File: src/inc/radio_spi_pkg.sv
// Constants, types and command decoding for the radio SPI slave.
// Assumes a single 50 MHz system clock shared by every user of the package.
package radio_spi_pkg;

  // ==========================================================
  // Timing
  localparam int unsigned CLK_HZ = 50_000_000;
  localparam int unsigned ASYNC_SCLK_MAX_HZ = 7_500_000;
  // Least system cycles per serial clock period in asynchronous operation
  localparam int unsigned SCLK_MIN_CYCLES = (CLK_HZ + ASYNC_SCLK_MAX_HZ - 1) / ASYNC_SCLK_MAX_HZ;

  // ==========================================================
  // Sizes and register layout
  localparam int unsigned REG_COUNT = 64;
  localparam int unsigned FB_BYTES = 128;
  localparam logic [5:0] CTRL_ONE_ADDR = 6'h04;
  localparam int unsigned STAT_SEL_LSB = 2;
  localparam logic [7:0] FRAME_LEN_MAX = 8'h7f;
  localparam logic [7:0] TRAILER_BYTES = 8'h03;
  localparam logic [7:0] FB_PTR_LIMIT = 8'h80;
  localparam logic [7:0] REG_RESET = 8'h00;

  // ==========================================================
  // Command byte fields
  localparam int unsigned CMD_REG_BIT = 7;
  localparam int unsigned CMD_WR_BIT = 6;
  localparam int unsigned CMD_FB_BIT = 5;

  typedef enum logic [1:0] {STAT_ZERO, STAT_STATE, STAT_RSSI, STAT_IRQ} stat_mode_t;
  typedef enum logic [2:0] {ACC_NONE, ACC_REG_RD, ACC_REG_WR, ACC_FB_RD, ACC_FB_WR} access_t;

  typedef struct packed {
    logic first;
    logic [7:0] data;
  } rx_byte_t;

  typedef struct packed {
    logic [5:0] addr;
    logic [7:0] data;
  } reg_write_t;

  // Reserved bits are ignored; SRAM mode decodes to no access
  function automatic access_t decode_cmd(input logic [7:0] cmd);
    if (cmd[CMD_REG_BIT])
      return cmd[CMD_WR_BIT] ? ACC_REG_WR : ACC_REG_RD;
    else if (cmd[CMD_FB_BIT])
      return cmd[CMD_WR_BIT] ? ACC_FB_WR : ACC_FB_RD;
    else
      return ACC_NONE;
  endfunction

endpackage

File: src/rtl/radio_spi_slave.sv
// SPI mode 0 slave of the radio: register access and frame buffer bursts.
// Assumes serial clock, select and MOSI come from another domain; the radio
// receive stream and status inputs run on clk_in.
`timescale 1ns/10ps
`default_nettype none

module radio_spi_slave
  import radio_spi_pkg::*;
#(
  parameter int unsigned BUF_DEPTH = 2
) (
  input wire logic clk_in,                        // System clock, 50 MHz
  input wire logic nrst_in,                       // Synchronous reset, active low
  input wire logic sclk_in,                       // Serial clock pin
  input wire logic sel_n_in,                      // Chip select pin, active low
  input wire logic mosi_in,                       // Serial data from master
  output logic miso_out,                          // Serial data to master
  output logic miso_oe_n_out,                     // MISO driver enable, active low
  input wire logic [7:0] transceiver_state_in,    // Transceiver state register
  input wire logic [7:0] signal_strength_in,      // Signal strength register
  input wire logic [7:0] irq_status_in,           // Interrupt status register
  input wire logic rx_valid_in,                   // Received byte offered
  input wire rx_byte_t rx_byte_in,                // Received byte and frame start
  output logic rx_ready_out,                      // Receive buffer can take a byte
  output logic reg_wr_out,                        // Register write pulse
  output reg_write_t reg_wr_data_out,             // Register write address and data
  output logic buffer_access_violation_out        // Buffer access violation pulse
);

  localparam int unsigned PTR_W = (BUF_DEPTH > 1) ? $clog2(BUF_DEPTH) : 1;
  localparam int unsigned CNT_W = $clog2(BUF_DEPTH + 1);
  localparam logic [CNT_W-1:0] CNT_FULL = CNT_W'(BUF_DEPTH);

  // ==========================================================
  // Pin synchronisers
  logic [1:0] sclk_sync_q, sel_sync_q, mosi_sync_q;
  logic sclk_prev_q, sel_prev_q;
  wire logic sclk_s = sclk_sync_q[1];
  wire logic sel_n_s = sel_sync_q[1];
  wire logic mosi_s = mosi_sync_q[1];
  wire logic sclk_rise = sclk_s && !sclk_prev_q && !sel_n_s;
  wire logic sclk_fall = !sclk_s && sclk_prev_q && !sel_n_s;
  wire logic sel_fell = !sel_n_s && sel_prev_q;

  always_ff @(posedge clk_in) begin
    if (!nrst_in) begin
      sclk_sync_q <= 2'h0;
      mosi_sync_q <= 2'h0;
      sclk_prev_q <= 1'b0;
      sel_prev_q <= 1'b1;
    end else begin
      sclk_sync_q <= {sclk_sync_q[0], sclk_in};
      mosi_sync_q <= {mosi_sync_q[0], mosi_in};
      sclk_prev_q <= sclk_s;
      sel_prev_q <= sel_n_s;
    end
  end

  // Select keeps running through reset so the driver can follow it
  always_ff @(posedge clk_in) begin
    sel_sync_q <= {sel_sync_q[0], sel_n_in};
  end

  // ==========================================================
  // Storage
  logic [7:0] regs_q [REG_COUNT];
  logic [7:0] fb_mem_q [FB_BYTES];

  // ==========================================================
  // Receive shift and byte framing
  logic [2:0] bit_cnt_q;
  logic [7:0] rx_sh_q;
  logic [7:0] byte_idx_q;
  access_t acc_q;
  logic [5:0] cmd_addr_q;
  logic [7:0] fb_ptr_q;
  logic [7:0] tx_sh_q;
  logic [7:0] tx_next_q;
  logic miso_q, miso_oe_n_q;

  wire logic byte_done = sclk_rise && (bit_cnt_q == 3'd7);
  wire logic [7:0] rx_word = {rx_sh_q[6:0], mosi_s};
  wire logic is_cmd = byte_done && (byte_idx_q == 8'h00);
  wire access_t cmd_acc = decode_cmd(rx_word);
  wire logic is_data = byte_done && (byte_idx_q != 8'h00);
  wire logic reg_wr_hit = is_data && (acc_q == ACC_REG_WR);
  wire logic fb_wr_hit = is_data && (acc_q == ACC_FB_WR);
  wire logic fb_rd_hit = is_data && (acc_q == ACC_FB_RD);
  wire logic fb_busy = !sel_n_s && ((acc_q == ACC_FB_WR) || (acc_q == ACC_FB_RD));

  // Status byte source
  wire stat_mode_t stat_mode = stat_mode_t'(regs_q[CTRL_ONE_ADDR][STAT_SEL_LSB +: 2]);
  wire logic [7:0] stat_byte = (stat_mode == STAT_STATE) ? transceiver_state_in :
                               (stat_mode == STAT_RSSI) ? signal_strength_in :
                               (stat_mode == STAT_IRQ) ? irq_status_in : 8'h00;

  // Next outgoing byte: register content, buffer byte, or don't-care zero
  wire logic [7:0] tx_after_cmd = (cmd_acc == ACC_REG_RD) ? regs_q[rx_word[5:0]] :
                                  (cmd_acc == ACC_FB_RD) ? fb_mem_q[0] : 8'h00;
  wire logic [7:0] tx_after_data = (acc_q == ACC_FB_RD) ? fb_mem_q[fb_ptr_q[6:0]] : 8'h00;
  wire logic [7:0] tx_load = is_cmd ? tx_after_cmd : tx_after_data;

  // Violations: length over range, write past the buffer, read past the trailer
  wire logic [7:0] stored_len = fb_mem_q[0];
  wire logic fb_len_bad = fb_wr_hit && (byte_idx_q == 8'h01) && (rx_word > FRAME_LEN_MAX);
  wire logic fb_wr_over = fb_wr_hit && (fb_ptr_q >= FB_PTR_LIMIT);
  // Legal read bytes are length, payload and trailer: counter may reach length + trailer + 1
  wire logic fb_rd_over = fb_rd_hit && (fb_ptr_q > ({1'b0, stored_len[6:0]} + TRAILER_BYTES + 8'h01));
  wire logic violation = fb_len_bad || fb_wr_over || fb_rd_over;

  always_ff @(posedge clk_in) begin
    if (!nrst_in || sel_n_s) begin
      bit_cnt_q <= 3'd0;
      rx_sh_q <= 8'h00;
      byte_idx_q <= 8'h00;
      acc_q <= ACC_NONE;
      cmd_addr_q <= 6'h00;
    end else if (sclk_rise) begin
      bit_cnt_q <= bit_cnt_q + 3'd1;
      rx_sh_q <= rx_word;
      if (byte_done) begin
        if (byte_idx_q != 8'hff)
          byte_idx_q <= byte_idx_q + 8'h01;
        if (is_cmd) begin
          acc_q <= cmd_acc;
          cmd_addr_q <= rx_word[5:0];
        end else if ((acc_q == ACC_REG_WR) || (acc_q == ACC_REG_RD)) begin
          acc_q <= ACC_NONE;
        end
      end
    end
  end

  // ==========================================================
  // Frame buffer counter
  always_ff @(posedge clk_in) begin
    if (!nrst_in) begin
      fb_ptr_q <= 8'h00;
      tx_next_q <= 8'h00;
    end else if (byte_done) begin
      tx_next_q <= tx_load;
      if (is_cmd)
        fb_ptr_q <= (cmd_acc == ACC_FB_RD) ? 8'h01 : 8'h00;
      else if ((fb_rd_hit || fb_wr_hit) && (fb_ptr_q != 8'hff))
        fb_ptr_q <= fb_ptr_q + 8'h01;
    end
  end

  // ==========================================================
  // MISO shifter and driver enable
  always_ff @(posedge clk_in) begin
    if (!nrst_in || sel_n_s) begin
      tx_sh_q <= 8'h00;
      miso_q <= 1'b0;
    end else if (sel_fell) begin
      tx_sh_q <= stat_byte;
      miso_q <= stat_byte[7];
    end else if (sclk_fall) begin
      if (bit_cnt_q == 3'd0) begin
        tx_sh_q <= tx_next_q;
        miso_q <= tx_next_q[7];
      end else begin
        tx_sh_q <= {tx_sh_q[6:0], 1'b0};
        miso_q <= tx_sh_q[6];
      end
    end
  end

  // Driver follows select, also while reset is held
  always_ff @(posedge clk_in) begin
    miso_oe_n_q <= sel_n_s;
  end

  // ==========================================================
  // Receive stream buffer
  rx_byte_t buf_q [BUF_DEPTH];
  logic [PTR_W-1:0] buf_wr_q, buf_rd_q;
  logic [CNT_W-1:0] buf_cnt_q;
  logic rx_ready_q;
  logic [6:0] rx_ptr_q;
  wire logic buf_push = rx_valid_in && rx_ready_q;
  wire logic buf_pop = (buf_cnt_q != '0) && !fb_busy;
  wire rx_byte_t buf_head = buf_q[buf_rd_q];
  wire logic [CNT_W-1:0] buf_cnt_d = buf_cnt_q + CNT_W'(buf_push) - CNT_W'(buf_pop);

  function automatic logic [PTR_W-1:0] ptr_inc(input logic [PTR_W-1:0] p);
    return (p == PTR_W'(BUF_DEPTH - 1)) ? '0 : p + PTR_W'(1);
  endfunction

  always_ff @(posedge clk_in) begin
    if (!nrst_in) begin
      buf_wr_q <= '0;
      buf_rd_q <= '0;
      buf_cnt_q <= '0;
      rx_ready_q <= 1'b0;
    end else begin
      if (buf_push) begin
        buf_q[buf_wr_q] <= rx_byte_in;
        buf_wr_q <= ptr_inc(buf_wr_q);
      end
      if (buf_pop)
        buf_rd_q <= ptr_inc(buf_rd_q);
      buf_cnt_q <= buf_cnt_d;
      rx_ready_q <= (buf_cnt_d != CNT_FULL);
    end
  end

  // ==========================================================
  // Frame buffer memory: host writes win, receive drain waits
  always_ff @(posedge clk_in) begin
    if (!nrst_in) begin
      rx_ptr_q <= 7'h00;
      for (int i = 0; i < FB_BYTES; i++)
        fb_mem_q[i] <= 8'h00;
    end else if (fb_wr_hit) begin
      if (fb_ptr_q < FB_PTR_LIMIT)
        fb_mem_q[fb_ptr_q[6:0]] <= rx_word;
    end else if (buf_pop) begin
      fb_mem_q[buf_head.first ? 7'h00 : rx_ptr_q] <= buf_head.data;
      rx_ptr_q <= buf_head.first ? 7'h01 : ((rx_ptr_q == 7'h7f) ? rx_ptr_q : rx_ptr_q + 7'h01);
    end
  end

  // ==========================================================
  // Register file
  always_ff @(posedge clk_in) begin
    if (!nrst_in) begin
      for (int i = 0; i < REG_COUNT; i++)
        regs_q[i] <= REG_RESET;
    end else if (reg_wr_hit) begin
      regs_q[cmd_addr_q] <= rx_word;
    end
  end

  logic reg_wr_q, viol_q;
  reg_write_t reg_wr_data_q;
  always_ff @(posedge clk_in) begin
    if (!nrst_in) begin
      reg_wr_q <= 1'b0;
      reg_wr_data_q <= '0;
      viol_q <= 1'b0;
    end else begin
      reg_wr_q <= reg_wr_hit;
      viol_q <= violation;
      if (reg_wr_hit)
        reg_wr_data_q <= '{addr: cmd_addr_q, data: rx_word};
    end
  end

  assign miso_out = miso_q;
  assign miso_oe_n_out = miso_oe_n_q;
  assign rx_ready_out = rx_ready_q;
  assign reg_wr_out = reg_wr_q;
  assign reg_wr_data_out = reg_wr_data_q;
  assign buffer_access_violation_out = viol_q;

  // ==========================================================
  // Assertions
  miso_float_a: assert property (@(posedge clk_in) disable iff (!nrst_in)
    sel_n_s |=> miso_oe_n_q)
    else $error("MISO driven while deselected");
  reset_drive_a: assert property (@(posedge clk_in)
    (!nrst_in && !sel_n_s) |=> !miso_oe_n_q)
    else $error("MISO not driven with select and reset");
  status_zero_a: assert property (@(posedge clk_in) disable iff (!nrst_in)
    (sel_fell && stat_mode == STAT_ZERO) |=> (tx_sh_q == 8'h00) && !miso_q)
    else $error("Status byte not zero in default mode");
  byte_eight_a: assert property (@(posedge clk_in) disable iff (!nrst_in)
    (byte_done && !sel_n_s) |=> (bit_cnt_q == 3'd0) && (byte_idx_q == $past(byte_idx_q) + 8'h01))
    else $error("Byte framing not eight bits");
  msb_shift_a: assert property (@(posedge clk_in) disable iff (!nrst_in)
    (sclk_fall && bit_cnt_q != 3'd0 && !sel_fell) |=> (miso_q == $past(tx_sh_q[6])))
    else $error("MISO not shifted MSB first");
  miso_stable_a: assert property (@(posedge clk_in) disable iff (!nrst_in)
    (!sclk_fall && !sel_fell && !sel_n_s) |=> $stable(miso_q))
    else $error("MISO changed outside a falling edge");
  fb_start_a: assert property (@(posedge clk_in) disable iff (!nrst_in)
    (is_cmd && cmd_acc == ACC_FB_RD) |=> (fb_ptr_q == 8'h01) && (tx_next_q == $past(fb_mem_q[0])))
    else $error("Buffer read did not start at length byte");
  reg_store_a: assert property (@(posedge clk_in) disable iff (!nrst_in)
    reg_wr_hit |=> reg_wr_q && (reg_wr_data_q.addr == $past(cmd_addr_q)) && (regs_q[$past(cmd_addr_q)] == $past(rx_word)))
    else $error("Register write not stored");
  buf_full_a: assert property (@(posedge clk_in) disable iff (!nrst_in)
    (buf_cnt_q == CNT_FULL) |-> !rx_ready_q)
    else $error("Receive buffer ready while full");

endmodule // radio_spi_slave

`default_nettype wire

File: config.mk
export PLATFORM = sky130hd
export DESIGN_NAME = radio_spi_slave
export DESIGN_NICKNAME = d
export VERILOG_FILES = /design/src/inc/radio_spi_pkg.sv /design/src/rtl/radio_spi_slave.sv
export SDC_FILE = /design/constraint.sdc
export NUM_CORES = 2
export LEC_CHECK = 0
export ABC_AREA = 1
export BUFFER_PORTS_ARGS = -buffer_cell sky130_fd_sc_hd__buf_2
export CAP_MARGIN = 40
export CELL_PAD_IN_SITES_DETAIL_PLACEMENT = 0
export CELL_PAD_IN_SITES_GLOBAL_PLACEMENT = 2
export CORE_AREA = 3 3 453 455
export CTS_CLUSTER_DIAMETER = 80
export CTS_CLUSTER_SIZE = 25
export DETAILED_ROUTE_END_ITERATION = 8
export DIE_AREA = 0 0 456 458
export PLACE_DENSITY_LB_ADDON = 0.1
export SYNTH_ARGS = -nofsm -noshare
export SYNTH_HDL_FRONTEND = slang
export SYNTH_SLANG_ARGS = --single-unit
File: constraint.sdc
create_clock -name clk_in -period 2.9 [get_ports clk_in]
set_input_delay 0.58 -clock clk_in [delete_from_list [all_inputs] [get_ports clk_in]]
set_output_delay 0.58 -clock clk_in [all_outputs]
set_load 0.02 [all_outputs]
# Yosys cells after proc, flatten, opt, wreduce, memory -nomap -nowiden
# Memories as Yosys holds them, arrays and structs flattened. A register that Yosys moved wholly into a read port is not among the register bits.
# Cells that the tools add are included.
word_totals:
  out_inout_bits: 19
  latchBits: 0
  mem_bits_rw: 1554
  input_bits: 39
  romBits: 0
  word_cells: 158
  n_memories: 3
  ff_bits: 88
memory_table:
  columns: ["memory", "depth", "word_bits", "read_ports", "rd_clocked_by_memory_dff", "wr", "line_no", "rtl"]
  rows:
  - ["fb_mem_q", 128, 8, 2, 1, 128, "radio_spi_slave.sv:67", "logic [7:0] fb_mem_q [FB_BYTES];"]
  - ["regs_q", 64, 8, 2, 0, 64, "radio_spi_slave.sv:66", "logic [7:0] regs_q [REG_COUNT];"]
  - ["buf_q", 2, 9, 1, 1, 1, "radio_spi_slave.sv:176", "rx_byte_t buf_q [BUF_DEPTH];"]
classes:
  reduce_logical: 45
  mux: 55
  bitwise_logic: 1
  n_lt_le_gt_ge: 4
  add_sub_neg: 10
  n_div: 0
  eq_ne: 16
  shifts: 0
  multipliers: 0
op_table:
  columns: ["op", "count"]
  rows:
  - ["2-to-1 mux 8 bit", 12]
  - ["2-to-1 mux 7 bit", 10]
  - ["2-to-1 mux 1 bit", 26]
  - ["adder 8 x 1 -> 8 bit (second input constant)", 3]
  - ["OR reduction 8 bit", 3]
  - ["logical AND 1 bit", 19]
  - ["!= test 8 bit (second input constant)", 2]
  - ["2-to-1 mux 3 bit", 5]
  - ["AND reduction 3 bit", 4]
  - ["equality test 3 x 2 -> 1 bit (second input constant)", 3]
  - ["adder 7 x 2 -> 8 bit (second input constant)", 1]
  - ["equality test 8 x 1 -> 1 bit (second input constant)", 1]
  - ["greater-or-equal comparator 8 bit (second input constant)", 1]
  - ["> comparator 8 x 7 -> 1 bit (second input constant)", 1]
  - ["> comparator 8 bit", 1]
  - ["logical NOT 8 bit", 1]
  - ["< comparator 8 bit (second input constant)", 1]
  - ["nonzero test 2 bit", 4]
  - ["nonzero test 8 bit", 1]
  - ["adder 7 x 1 -> 7 bit (second input constant)", 1]
  - ["equality test 7 bit (second input constant)", 1]
  - ["equality test 3 x 1 -> 1 bit (second input constant)", 2]
  - ["equality test 3 bit (second input constant)", 2]
  - ["logical OR 1 bit", 6]
  - ["13 further kinds", 20]

# Logic depth before layout (Yosys ltp)
logic_depth:
  word_depth: 12
  ltp_mapped: 17
  mapped_depth_nobuf: 15

# Worst setup path before layout
# Ideal clock, no wire load.
synth_timing:
  kind: "input to register"
  from: "input port nrst_in"
  to: "memory fb_mem_q[104][0] (enable)"
  setup_ns: 0.329
  path_buffers: 2
  path_stages: 10
  path_slack_ns: -0.075
  t_arrival_ns: 2.646
  t_required_ns: 2.571
  path_cell_list: "clkbuf_1 -> inv_1 -> nor2_1 -> buf_4 -> nand3_1 -> o21ai_1 -> nand2_1 -> nor3_4 -> nand2_4 -> nand2_1"
synth_lines:
  columns: ["item", "line_no", "rtl"]
  rows:
  - ["start, declared", "radio_spi_slave.sv:13", "input wire logic nrst_in,"]
  - ["end, declared", "radio_spi_slave.sv:67", null]

==> impl_metrics.tcl <==
set metrics [dict create \
    cts_buffers 113 \
    ys_ff_latch 1650 \
    final_max_slew_viol_count 0 \
    via_per_inst 5.136 \
    synth_edf_count 1554 \
    required_ps 3600 \
    dp_cells 10615 \
    crit_slowest_cell "dfxtp_4" \
    instances_no_fill 10850 \
    synth_area_per_cell_sq_um 9.520 \
    first_pass_iters 6 \
    crit_path_max_incr_delay_ps 390 \
    rsz0062_at_grt "true" \
    grt_pass1_wl_um 363500 \
    dpl_cell_area_sq_um 82840 \
    crit_arrival_ps 3520 \
    path_clk_slew_ps 80 \
    clk_path_buf_depth 3 \
    initial_utilization_pct 36.92 \
    ys_seq_area_share_pct 65.24 \
    fin_crit_ps 2819 \
    worstPathMaxFanout 41 \
    tightestPinTransition_ps 913.8 \
    fp.dieH_um 458 \
    htreeDepth 3 \
    ir_worst_vdd_v 0.0004782 \
    dp_hpwl_um 162900 \
    synth-xor-area-share_pct 0.09408 \
    layout.nets 8138 \
    die_area_sq_um 208800 \
    row_count 165 \
    synth_fa_ha_area_share_pct 0.3360 \
    fin_util_pct 43.36 \
    grt_usage_pct 23.16 \
    postSynth.asyncResetShare_pct 0 \
    ant_nets 0 \
    vias 55722 \
    relSlewSlack_pct 39.08 \
    finalCritPeriodShare_pct 97.20 \
    synth_cells 7823 \
    multi_input_area_sq_um 23820 \
    grt_start_max_net_pins 115 \
    drc 0 \
    grt_pass1_vias 55404 \
    endpoint_kind "register" \
    synth_cell_types 37 \
    status "finished clean" \
    cp_cell_sequence "inv_12 -> buf_4 -> nand2_1 -> nand3_1 -> nand3_1 -> nand3_1 -> nand2_1 -> o21ai_0 -> nand2_1 -> nand3_1 -> nand3_1 -> a21oi_1" \
    synth_mux_area_share_pct 0 \
    powerDensity_nw_per_um2 598.1 \
    final_cell_mix "nand2_1 (1968), nor2_1 (1716), edfxtp_1 (1554), nand3_1 (1271), buf_4 (469)" \
    routedWlPerCell_um 22.65 \
    drive_gt1_share_pct 12.84 \
    synth_compound_area_share_pct 2.770 \
    power.switching_mw 14.91 \
    internal_power_mw 37.41 \
    grt_overflow 0 \
    maxCapViolCount 0 \
    power_leakage_nw 32.03 \
    synth_top_family_by_area "simple AND/OR/NAND/NOR gates" \
    regArea_sq_um 48620 \
    layout_commonest_cell "nand2_1" \
    syn_nets 7882 \
    synth_flop_cell "edfxtp_1" \
    hp-class "in -> reg" \
    syn-cell-area_sq_um 74480 \
    startpoint_type "register" \
    die_w_um 456 \
    yosysWarnings 0 \
    place.gp.congestion 0.8275 \
    fin_worst_skew_ps 37.46 \
    clock.fmax_mhz 354.7 \
    drtIter0Drc 4196 \
    io_pins 58 \
    timing.hold.ws_ps 126.1 \
    synthSimpleGateAreaFrac_pct 28.14 \
    area_delta_synth_final_pct 17.44 \
    insertion_delay_ps 780 \
    stdcell_area_sq_um 87470 \
    p_sw_share_pct 28.50 \
    core_area_sq_um 201700 \
    finalHoldViolCount 0 \
    cpMostUsedCell "nand3_1" \
    antenna_found_initial 2 \
    p_comb_share_pct 13.6 \
    wl_um 245700 \
    tritoncts "built" \
    p_clk_share_pct 34.5 \
    critPathKind "reg -> reg" \
    fill_cells 19515 \
    power_frac_seq_pct 51.9 \
    clk_root_buffer_cell "clkbuf_16" \
    cts_sinks 1650 \
    place.port_buffers 57 \
    setup_violations 0 \
]
==> metrics by stage <==
stage	TNS [ps]	total power [mW]	setup WS (ps)
3_3_place_gp	-14370	34.67	-149.0
4_1_cts	-883.0	52.81	-43.78
6_report	0	52.31	81.08
5_1_grt	-419.7	54.16	-24.28
3_5_place_dp	-13330	34.69	-119.3
2_1_floorplan	-3509	30.42	-73.11
==> Yosys cell counts (17+ instances only) <==
master,n,area (sq um)
inv_2,17,63.81
nor2_1,1720,6456
dfxtp_1,96,1922
o21ai_0,192,960.9
o211ai_1,37,277.8
nand3_1,1277,6391
inv_1,94,352.8
ha_1,20,250.2
nor3_1,25,125.1
buf_1,63,236.5
a21oi_1,115,575.6
nand2_1,2027,7609
edfxtp_1,1554,46660
clkbuf_1,482,1809
==> power groups by stage <==
stage	Combinational [mW]	Clock (mW)	Sequential, mW
detailed placement	7.00	0	27.7
CTS	7.13	18.5	27.1
floorplan	2.83	0	27.6
finish	7.14	18.0	27.1
global route	7.56	19.4	27.2
global placement	6.99	0	27.7
==> layer usage <==
layer	track usage [%]	vias to the layer above	part of all wire, %
li1	-	26950	-
met1	30.10	27454	43
met2	41.02	1042	50
met3	2.115	276	3.5
met4	6.928	0	3.3
met5	0	-	0
==> worst max-delay path, delay by kind of cell (launching register included) <==
family	cells	cell delay, ps
simple gates	8	1290
flops	1	390
compound gates	2	490
buf+inv	2	500
==> flip-flops by register name (all words and copies together), names as in the netlist, 2 cells and up, named ones only <==
name,count
fb_mem_q,1024
regs_q,512
buf_q,18
reg_wr_data_out,14
byte_idx_q,8
fb_ptr_q,8
tx_next_q,8
rx_ptr_q,7
rx_sh_q,7
tx_sh_q,7
cmd_addr_q,6
acc_q,3
bit_cnt_q,3
buf_cnt_q,2
mosi_sync_q,2
sclk_sync_q,2
sel_sync_q,2
==> what timing repair did <==
action | CTS | global route
endpoints found under the hold margin | 21 | 0
hold buffers | 12 | 0
resized for setup | 31 | 67
pin swaps | 3 | 7
endpoints found under the setup margin | 327 | 1823
cloned | 2 | 0
buffers inserted | 2 | 5
==> kinds of logic after synthesis <==
family / after synthesis
compound gates: 383
buf+inv: 675
fa+ha+maj: 20
flops: 1650
xor+xnor: 8
simple gates: 5087
==> worst paths after layout <==
path	startpoint	slack (ps)	cells after the start	end
hold reg to reg	sel_sync_q[0]	360	0	sel_sync_q[1]
hold / removal	rx_valid_in	130	3	buf_wr_q
setup reg to reg	register	80	12	tx_next_q[2]
setup / recovery	register	80	12	tx_next_q[2]
==> layout make-up <==
class	count	area share, %
sequential	1650	55.59
clock buffer	120	3.312
tap	2672	3.822
clock inverter	92	1.348
inverter	118	0.5608
timing repair buffer	697	8.128
multi-input combinational	5499	27.24
antenna	2	0.005722
Power figures use the tool's default switching activity.
